<file path="src/ucnt_pkg.sv">
// Shared constants for the reversible modulo-16 counter and its driver.
// Assumes both ends and the link interface import this package whole.
package ucnt_pkg;

  // Counter geometry and terminal values.
  localparam int COUNT_WIDTH = 4;
  localparam logic [3:0] COUNT_TOP = 4'hF;
  localparam logic [3:0] COUNT_BOTTOM = 4'h0;
  localparam logic [3:0] COUNT_RESET = 4'h0;

  // Driver register offsets (byte addresses, one aligned word each).
  localparam int ADDR_WIDTH = 8;
  localparam logic [7:0] CTRL_OFFSET = 8'h00;
  localparam logic [7:0] HALF_PERIOD_OFFSET = 8'h04;
  localparam logic [7:0] PULSES_OFFSET = 8'h08;
  localparam logic [7:0] STATUS_OFFSET = 8'h0C;

  // Control register fields.
  localparam int CTRL_LOAD_BIT = 0;
  localparam int CTRL_ENABLE_BIT = 1;
  localparam int CTRL_DOWN_BIT = 2;
  localparam int CTRL_RUN_BIT = 3;
  localparam int CTRL_PRESET_LSB = 4;

  // Status register fields.
  localparam int STAT_COUNT_LSB = 0;
  localparam int STAT_TERMINAL_BIT = 4;
  localparam int STAT_RIPPLE_BIT = 5;
  localparam int STAT_BUSY_BIT = 6;

  // Clock generator: half period is the register value plus one cycle.
  localparam int HALF_PERIOD_WIDTH = 16;
  localparam logic [15:0] HALF_PERIOD_RESET = 16'h0003;
  localparam int PULSES_WIDTH = 16;
  localparam logic [15:0] PULSES_RESET = 16'h0000;

  // States of the driver's count clock generator.
  typedef enum logic [2:0] {
    CG_IDLE = 3'b001,
    CG_HIGH = 3'b010,
    CG_LOW = 3'b100
  } ucnt_clkgen_t;

endpackage

</file>
<file path="src/ucnt_if.sv">
// Pin-level link between the counter device and its driving logic.
// Assumes nothing: plain wires, no clocking, one modport per end.
`timescale 1ns/1ps
`default_nettype none
interface ucnt_if;
  import ucnt_pkg::*;
  logic count_clock;
  logic async_load_n;
  logic count_enable_n;
  logic count_down;
  logic [COUNT_WIDTH-1:0] preset_inputs;
  logic [COUNT_WIDTH-1:0] count_outputs;
  logic terminal_flag;
  logic ripple_clock_out;

  modport device (
    input count_clock,
    input async_load_n,
    input count_enable_n,
    input count_down,
    input preset_inputs,
    output count_outputs,
    output terminal_flag,
    output ripple_clock_out
  );

  modport driver (
    output count_clock,
    output async_load_n,
    output count_enable_n,
    output count_down,
    output preset_inputs,
    input count_outputs,
    input terminal_flag,
    input ripple_clock_out
  );
endinterface
`default_nettype wire

</file>
<file path="src/ucnt_driver.sv">
// Driving logic for the counter: an APB slave whose registers set the
// load, enable, direction and preset pins and make the count clock.
// Assumes the counter samples every pin through its own synchronisers.
//
// The implementer's own choices: the register addresses and the APB interface to the registers.
`timescale 1ns/1ps
`default_nettype none
module ucnt_driver
  import ucnt_pkg::*;
(
  // System clock and reset.
  input wire logic pclk,
  input wire logic presetn,
  // APB slave.
  input wire logic [ADDR_WIDTH-1:0] paddr,
  input wire logic psel,
  input wire logic penable,
  input wire logic pwrite,
  input wire logic [31:0] pwdata,
  output logic [31:0] prdata,
  output logic pready,
  output logic pslverr,
  // Link to the counter.
  ucnt_if.driver link
);

  ////////////////////////////////////////////////////////////////////////
  // Register decode.

  wire setup_phase = psel & ~penable;
  wire access_phase = psel & penable;
  wire hit_ctrl = (paddr == CTRL_OFFSET);
  wire hit_half = (paddr == HALF_PERIOD_OFFSET);
  wire hit_pulses = (paddr == PULSES_OFFSET);
  wire hit_status = (paddr == STATUS_OFFSET);
  wire hit_any = hit_ctrl | hit_half | hit_pulses | hit_status;
  wire wr_access = access_phase & pwrite;

  // Pin-polarity control flops; the pins come straight from them so the
  // enable and direction may change at any pclk edge.
  logic load_n;
  logic enable_n;
  logic down;
  logic run;
  logic [COUNT_WIDTH-1:0] preset;
  logic [HALF_PERIOD_WIDTH-1:0] half_period;
  logic [PULSES_WIDTH-1:0] pulses_left;

  ////////////////////////////////////////////////////////////////////////
  // Status input synchronisers.

  localparam int SIN_WIDTH = COUNT_WIDTH + 2;
  // Reset to the counter's idle levels, ripple high, so STATUS never shows
  // a false ripple pulse in the first reads after reset.
  localparam logic [SIN_WIDTH-1:0] SIN_IDLE = {1'b1, 1'b0, COUNT_RESET};
  logic [SIN_WIDTH-1:0] sin_first;
  logic [SIN_WIDTH-1:0] sin;

  // The flag is only sampled as data, never used as a clock.
  always_ff @(posedge pclk or negedge presetn) begin
    if (!presetn) begin
      sin_first <= SIN_IDLE;
      sin <= SIN_IDLE;
    end else begin
      sin_first <= {link.ripple_clock_out, link.terminal_flag, link.count_outputs};
      sin <= sin_first;
    end
  end

  ////////////////////////////////////////////////////////////////////////
  // Count clock generator.

  ucnt_clkgen_t state;
  ucnt_clkgen_t next_state;
  logic [HALF_PERIOD_WIDTH-1:0] timer;
  wire timer_done = (timer == half_period);
  wire more = run | (pulses_left != '0);

  always_comb begin
    case (state)
      CG_IDLE: next_state = more ? CG_HIGH : CG_IDLE;
      CG_HIGH: next_state = timer_done ? CG_LOW : CG_HIGH;
      // Low half keeps the full programmed length so carries can settle.
      CG_LOW: begin
        if (!timer_done) begin
          next_state = CG_LOW;
        end else begin
          next_state = more ? CG_HIGH : CG_IDLE;
        end
      end
      default: next_state = CG_IDLE;
    endcase
  end

  wire pulse_done = (state == CG_HIGH) & timer_done & ~run & (pulses_left != '0);

  always_ff @(posedge pclk or negedge presetn) begin
    if (!presetn) begin
      state <= CG_IDLE;
      timer <= '0;
      link.count_clock <= 1'b0;
    end else begin
      state <= next_state;
      timer <= (next_state != state) ? '0 : timer + HALF_PERIOD_WIDTH'(1);
      link.count_clock <= (next_state == CG_HIGH);
    end
  end

  ////////////////////////////////////////////////////////////////////////
  // Register writes and read data.

  always_ff @(posedge pclk or negedge presetn) begin
    if (!presetn) begin
      load_n <= 1'b1;
      enable_n <= 1'b1;
      down <= 1'b0;
      run <= 1'b0;
      preset <= COUNT_RESET;
      half_period <= HALF_PERIOD_RESET;
      pulses_left <= PULSES_RESET;
    end else begin
      if (wr_access && hit_ctrl) begin
        load_n <= ~pwdata[CTRL_LOAD_BIT];
        enable_n <= ~pwdata[CTRL_ENABLE_BIT];
        down <= pwdata[CTRL_DOWN_BIT];
        run <= pwdata[CTRL_RUN_BIT];
        preset <= pwdata[CTRL_PRESET_LSB +: COUNT_WIDTH];
      end
      if (wr_access && hit_half) begin
        half_period <= pwdata[HALF_PERIOD_WIDTH-1:0];
      end
      if (wr_access && hit_pulses) begin
        pulses_left <= pwdata[PULSES_WIDTH-1:0];
      end else if (pulse_done) begin
        pulses_left <= pulses_left - PULSES_WIDTH'(1);
      end
    end
  end

  logic [31:0] read_mux;
  always_comb begin
    read_mux = 32'h0000_0000;
    if (hit_ctrl) begin
      read_mux[CTRL_LOAD_BIT] = ~load_n;
      read_mux[CTRL_ENABLE_BIT] = ~enable_n;
      read_mux[CTRL_DOWN_BIT] = down;
      read_mux[CTRL_RUN_BIT] = run;
      read_mux[CTRL_PRESET_LSB +: COUNT_WIDTH] = preset;
    end else if (hit_half) begin
      read_mux[HALF_PERIOD_WIDTH-1:0] = half_period;
    end else if (hit_pulses) begin
      read_mux[PULSES_WIDTH-1:0] = pulses_left;
    end else if (hit_status) begin
      read_mux[STAT_COUNT_LSB +: COUNT_WIDTH] = sin[COUNT_WIDTH-1:0];
      read_mux[STAT_TERMINAL_BIT] = sin[COUNT_WIDTH];
      read_mux[STAT_RIPPLE_BIT] = sin[COUNT_WIDTH+1];
      read_mux[STAT_BUSY_BIT] = (state != CG_IDLE);
    end
  end

  // Read data is captured in the setup cycle so it stands in the access.
  always_ff @(posedge pclk or negedge presetn) begin
    if (!presetn) begin
      prdata <= 32'h0000_0000;
    end else if (setup_phase) begin
      prdata <= read_mux;
    end
  end

  assign pready = 1'b1;
  assign pslverr = access_phase & ~hit_any;

  assign link.async_load_n = load_n;
  assign link.count_enable_n = enable_n;
  assign link.count_down = down;
  assign link.preset_inputs = preset;

endmodule
`default_nettype wire

</file>
<file path="src/flat_wrapper.sv">
// flat-port wrapper written by rule: the top's interface ports become plain ports
module ucnt_driver_flat import ucnt_pkg::*;
  (pclk, presetn, paddr, psel, penable, pwrite, pwdata, prdata, pready, pslverr, link_count_clock, link_async_load_n, link_count_enable_n, link_count_down, link_preset_inputs, link_count_outputs, link_terminal_flag, link_ripple_clock_out);
  ucnt_if link_i ();
  input wire logic pclk;
  input wire logic presetn;
  input wire logic [ADDR_WIDTH-1:0] paddr;
  input wire logic psel;
  input wire logic penable;
  input wire logic pwrite;
  input wire logic [31:0] pwdata;
  output logic [31:0] prdata;
  output logic pready;
  output logic pslverr;
  output wire logic [$bits(link_i.count_clock)-1:0] link_count_clock;
  output wire logic [$bits(link_i.async_load_n)-1:0] link_async_load_n;
  output wire logic [$bits(link_i.count_enable_n)-1:0] link_count_enable_n;
  output wire logic [$bits(link_i.count_down)-1:0] link_count_down;
  output wire logic [$bits(link_i.preset_inputs)-1:0] link_preset_inputs;
  input wire logic [$bits(link_i.count_outputs)-1:0] link_count_outputs;
  input wire logic [$bits(link_i.terminal_flag)-1:0] link_terminal_flag;
  input wire logic [$bits(link_i.ripple_clock_out)-1:0] link_ripple_clock_out;
  assign link_count_clock = link_i.count_clock;
  assign link_async_load_n = link_i.async_load_n;
  assign link_count_enable_n = link_i.count_enable_n;
  assign link_count_down = link_i.count_down;
  assign link_preset_inputs = link_i.preset_inputs;
  assign link_i.count_outputs = link_count_outputs;
  assign link_i.terminal_flag = link_terminal_flag;
  assign link_i.ripple_clock_out = link_ripple_clock_out;
  ucnt_driver u_core (.pclk(pclk), .presetn(presetn), .paddr(paddr), .psel(psel), .penable(penable), .pwrite(pwrite), .pwdata(pwdata), .prdata(prdata), .pready(pready), .pslverr(pslverr), .link(link_i));
endmodule
</file>
<file path="config.mk">
export PLATFORM = sky130hd
export DESIGN_NAME = ucnt_driver_flat
export DESIGN_NICKNAME = d
export VERILOG_FILES = /design/src/ucnt_pkg.sv /design/src/ucnt_if.sv /design/src/ucnt_driver.sv /design/src/flat_wrapper.sv
export SDC_FILE = /design/constraint.sdc
export NUM_CORES = 1
export LEC_CHECK = 0
export ABC_AREA = 1
export ABC_CLOCK_PERIOD_IN_PS = 2600
export BUFFER_PORTS_ARGS = -buffer_cell sky130_fd_sc_hd__buf_2
export CAP_MARGIN = 0
export CELL_PAD_IN_SITES_DETAIL_PLACEMENT = 0
export CELL_PAD_IN_SITES_GLOBAL_PLACEMENT = 2
export CORE_MARGIN = 1
export CORE_UTILIZATION = 30
export DETAILED_ROUTE_END_ITERATION = 8
export PLACE_DENSITY_LB_ADDON = 0.1
export SETUP_SLACK_MARGIN = 0.4
export SLEW_MARGIN = 20
export SYNTH_ARGS = -nofsm -noshare
export SYNTH_HDL_FRONTEND = slang
export SYNTH_SLANG_ARGS = --single-unit
</file>
<file path="constraint.sdc">
create_clock -name pclk -period 2.6 [get_ports pclk]
set_clock_uncertainty 0.05 [all_clocks]
set_input_delay 0.78 -clock pclk [delete_from_list [all_inputs] [get_ports pclk]]
set_output_delay 0.78 -clock pclk [all_outputs]
set_load 0.02 [all_outputs]
</file>
* After elaboration in Yosys (flattened, before gate mapping)
Cells that the tools add are included.
** Operators by class
- Muxes and demuxes :: 13
- Equality and inequality tests :: 10
- $add $sub $neg :: 2
- Bitwise logic cells :: 18
- Reduce and logical (&&, ||, !) cells :: 6
** Operators by type and width (number)
- $mux W16 :: 4
- $add A16 B1 Y16 const B :: 1
- $eq A16 B16 Y1 :: 1
- $eq A8 B4 Y1 const B :: 2
- $mux W8 :: 2
- $reduce_bool A16 Y1 :: 1
- $sub A16 B1 Y16 const B :: 1
- $mux W7 :: 2
- $mux W9 :: 1
- $pmux W3 S3 :: 1
- $eq A8 B3 Y1 const B :: 1
- $logic_not A8 Y1 :: 1
- $and A1 B1 Y1 :: 7
- $not A1 Y1 :: 7
- $eq A3 B2 Y1 const B :: 2
- $mux W3 :: 2
- $or A1 B1 Y1 :: 4
- $eq A3 B1 Y1 const B :: 1
- $eq A3 B3 Y1 const B :: 1
- $logic_and A1 B1 Y1 :: 3
- $ne A3 B1 Y1 const B :: 1
- $ne A3 B3 Y1 :: 1
- $mux W2 :: 1
- $reduce_bool A2 Y1 :: 1
** Storage, ports and cells
- Flip-flop bits (word level) :: 88
- Bits of input ports :: 51
- Word-level logic and storage cells :: 62
- Output and inout port bits :: 42

* Longest topological paths before layout
- Word-level depth :: 7
- Depth in mapped cells :: 14
- Mapped depth without buffers :: 13

* Worst setup path before layout
No wires, ideal clock.
- Kind :: in2reg
- Start :: input paddr[1]
- End :: register u_core.pulses_left[3]
- Setup slack :: 0.449 ns
- Buffers on the path :: 2
- Data required time :: 2.426 ns
- Data arrival time :: 1.977 ns
- Setup time :: 0.124 ns
- Stages :: 10
- Path through :: nor2_2 -> nand3_1 -> nor2_4 -> inv_2 -> nor2_4 -> buf_6 -> a21oi_2 -> buf_2 -> nand2_1 -> nand3_1
** Between the ends
- Longest elaborated chain between the ends :: 3
- Elaborated cells on any way between the ends :: 4
- Classes of those cells :: 1 x eq/ne; 1 x mux; 2 x reduce/logical
** RTL lines
- start, declared :: RTL line flat_wrapper.sv:7 : input wire logic [ADDR_WIDTH-1:0] paddr;
- $eq A8 B4 Y1 (*) :: RTL line ucnt_driver.sv:34 : wire hit_pulses = (paddr == PULSES_OFFSET);
- $logic_and A1 B1 Y1 (*) :: RTL line ucnt_driver.sv:132 : if (wr_access && hit_pulses) begin
- $mux W16 / $reduce_bool A2 Y1 (equally long branches)
- end signal, assigned :: RTL line ucnt_driver.sv:133 : pulses_left <= pwdata[PULSES_WIDTH-1:0];
- end signal, assigned :: RTL line ucnt_driver.sv:135 : pulses_left <= pulses_left - PULSES_WIDTH'(1);
- end, declared :: RTL line ucnt_driver.sv:47 : logic [PULSES_WIDTH-1:0] pulses_left;
Every way passes the cells marked *; elsewhere a longest branch is shown, timed or not.
A chain may end at the register's enable or synchronous reset.

* Final worst setup path
- Start :: input paddr[7]
- End :: output pslverr
** Between the ends
- Longest elaborated chain between the ends :: 6
- Elaborated cells on any way between the ends :: 9
- Classes of those cells :: 3 x eq/ne; 5 x bitwise; 1 x reduce/logical
** RTL lines
- $eq A8 B3 Y1 / $logic_not A8 Y1 (equally long branches) :: RTL line ucnt_driver.sv:33, ucnt_driver.sv:32
- $or A1 B1 Y1 (2 in series) :: RTL line ucnt_driver.sv:36 : wire hit_any = hit_ctrl | hit_half | hit_pulses | hit_status;
- $or A1 B1 Y1 (*) :: RTL line ucnt_driver.sv:36
- $not A1 Y1 (*) :: RTL line ucnt_driver.sv:171 : assign pslverr = access_phase & ~hit_any;
- $and A1 B1 Y1 (*) :: RTL line ucnt_driver.sv:171
- end, declared :: RTL line flat_wrapper.sv:14 : output logic pslverr;
Marks and branches as above.

==> flow_summary.ini <==
[outcome]
status = finished clean

[synth]
synth.distinct_cells = 35
synth_edf_count = 0
yosys-top-cells-area = dfrtp_1 (43%), nand2_1 (14%), nor2_1 (5.0%), inv_1 (4.7%), dfstp_2 (3.9%)
yosys_warnings = 0
seq_area_frac_synth = 0.470
yosysTopAreaCellShare = 0.431
ys_seq_elements = 88
postSynthAreaPerCell_um2 = 7.88
synth.cell_area_um2 = 4700
synth_flop_cell = dfrtp_1
ys_async_sr_fraction = 1.00
synth_top_area_cell = dfrtp_1
syn_inst = 597

[drt]
vias_per_cell = 4.50
drc = 0
wl_per_cell_um = 15.3
dr.pass1.iters = 4
first_iter_violations = 146
wirelength_mm = 13.6
ant_nets = 0
vias = 3980

[sta]
hold_viol_final = 0
fmax_mhz = 460
period_minus_slack_ns = 2.18
setup_viol = 0
rsz0062_at_grt = true
final_max_slew_viol_count = 0
setup_tns_ns = 0
fin_ws_ns = 0.424
post-route-period-util = 0.837

[cells_and_area]
fin_area_um2 = 5630
finalNetCount = 723
drive_above_1_share = 0.214
layout_commonest_cell = nand2_1
n_antenna_cell = 0
nFillCells = 1651
area_growth_pct = 19.7
final_cell_mix = nand2_1 (172), dfrtp_1 (81), nor2_1 (60)

[placed_design]
dpl_cell_area_um2 = 5210
portBuffers = 59
place_ws_ns = 0.225
dpl.hpwl_mm = 10.4
gp_congestion = 0.808

[critical_path]
arrival_ns = 1.35
slowest_delay_ns = 0.12
critPathCaptureType = primary output
cp.buffers_inverters = 4
critPathMaxFanout = 2
crit_family = buffers and inverters
critPathLaunchType = input port
worstPathRequired_ns = 1.77
worstSetupPathType = input port to primary output
cp_slowest_cell = buf_6
cp_cell_sequence = buf_2 > nor2_4 > nand2_2 > inv_2 > nand2_2 > nand3_2 > inv_2 > buf_6

[clocking]
cts_max_level = 3
holdBufCountCts = 0
clk_pin_slew_ns = 0.06
clk_latency_ns = 0.34
clockBufferDepth = 2
cts_inserted_buffers = 9
cts_tree = built
clkSinkCount = 88
cts-root-buf = clkbuf_16

[global_routing]
grt_pass1_vias = 4019
antenna_found_initial = 0
grt_first_pass_wirelength_mm = 22.1
grt.overflow.total = 0
grt_max_degree = 36
grt.total_usage = 0.182

[floorplanning]
start_util = 0.308
die_x_um = 127
pin_count = 93
core-area_um2 = 15300
fp-row-count = 45
fp.dieH_um = 127
die-area_um2 = 16200

[power_and_ir_drop]
powerDensity_nw_per_um2 = 598
ir_drop_mv = 0.279
power_mw = 3.36
p_leak_nw = 2.83

[worst_hold_path]
hold_path_class = input port to async pin

[flow_run]
cap_violations = 0
-- logic make-up after synthesis --
kind of cell	count (synthesis)	share of synthesized area
flops	88	0.470
buf+inv	101	0.0998
simple gates	317	0.300
xor+xnor	24	0.0447
compound gates	62	0.0753
fa+ha+maj	3	0.00798
other cells	2	0.00160
-- layout make-up --
class	count	area, µm²	share of cell area
clock buffer	12	236	0.0420
clock inverter	4	45.0	0.00801
inverter	71	268	0.0476
multi-input combinational	423	2130	0.378
sequential	88	2210	0.393
tap	211	264	0.0469
timing repair buffer	76	475	0.0845
-- Yosys cell counts, drive strengths merged, types with 3 or more instances --
library cell  count
nand3            38
dfstp             7
a221oi            5
ha                3
xor2             20
nand2           176
nor4              3
nand4             7
buf              22
a21oi            20
nor2             80
o22ai             8
dfrtp            81
xnor2             4
clkbuf            8
o21ai            25
nor3             13
inv              70
-- registers in the layout (all words and copies together) (netlist names) --
| name | flops |
|---|---|
| u_core.link.count_down | 1 |
| u_core.pulses_left | 16 |
| u_core.link.count_clock | 1 |
| u_core.link.async_load_n | 1 |
| u_core.timer | 16 |
| u_core.sin_first | 6 |
| u_core.run | 1 |
| u_core.state | 3 |
| u_core.prdata | 16 |
| u_core.sin | 6 |
| u_core.half_period | 16 |
| u_core.link.preset_inputs | 4 |
| u_core.link.count_enable_n | 1 |
-- what timing repair did --
item,CTS,global route
pin swaps,3,3
setup endpoints to repair,1,39
setup buffers,4,2
resized for setup,11,9
-- metal layers --
metal / GRT usage / up-vias / part of all wire
met2: 0.307 / 72 / 0.49
met4: 0.0756 / 0 / 0.021
met3: 0.0247 / 17 / 0.027
met1: 0.234 / 1889 / 0.46
li1: - / 2002 / -
met5: 0 / - / 0
-- final timing paths --
check	startpoint	to	slack (ns)	cells after the start
hold reg to reg	u_core.sin_first[1]$_DFF_PN0_	u_core.sin[1]$_DFF_PN0_	0.30	0
setup / recovery	paddr[7]	pslverr	0.42	8
setup reg to reg	u_core.half_period[0]$_DFFE_PN1P_	u_core.pulses_left[12]$_DFFE_PN0P_	0.58	12
min in group pclk	u_core.sin_first[1]$_DFF_PN0_	u_core.sin[1]$_DFF_PN0_	0.30	0
hold / removal	presetn	u_core.pulses_left[14]$_DFFE_PN0P_	0.30	1
max in group asynchronous	presetn	u_core.sin[5]$_DFF_PN1_	1.57	2
-- power breakdown --
group,leakage [nW],switching [mW],total [mW],internal [mW]
clock,0.140,0.523,1.26,0.741
combinational,1.56,0.399,0.605,0.206
sequential,1.13,0.0548,1.50,1.44
-- metrics by stage --
stage | hold WS [ns] | util | cells
2_1_floorplan | 0.281 | - | 612
5_1_grt | 0.302 | 0.369 | 885
3_5_place_dp | 0.285 | 0.342 | 863
6_report | 0.298 | 0.369 | 885
3_3_place_gp | 0.286 | 0.342 | 863
4_1_cts | 0.299 | 0.365 | 883
Note: power is estimated with default switching activity, not from simulation.
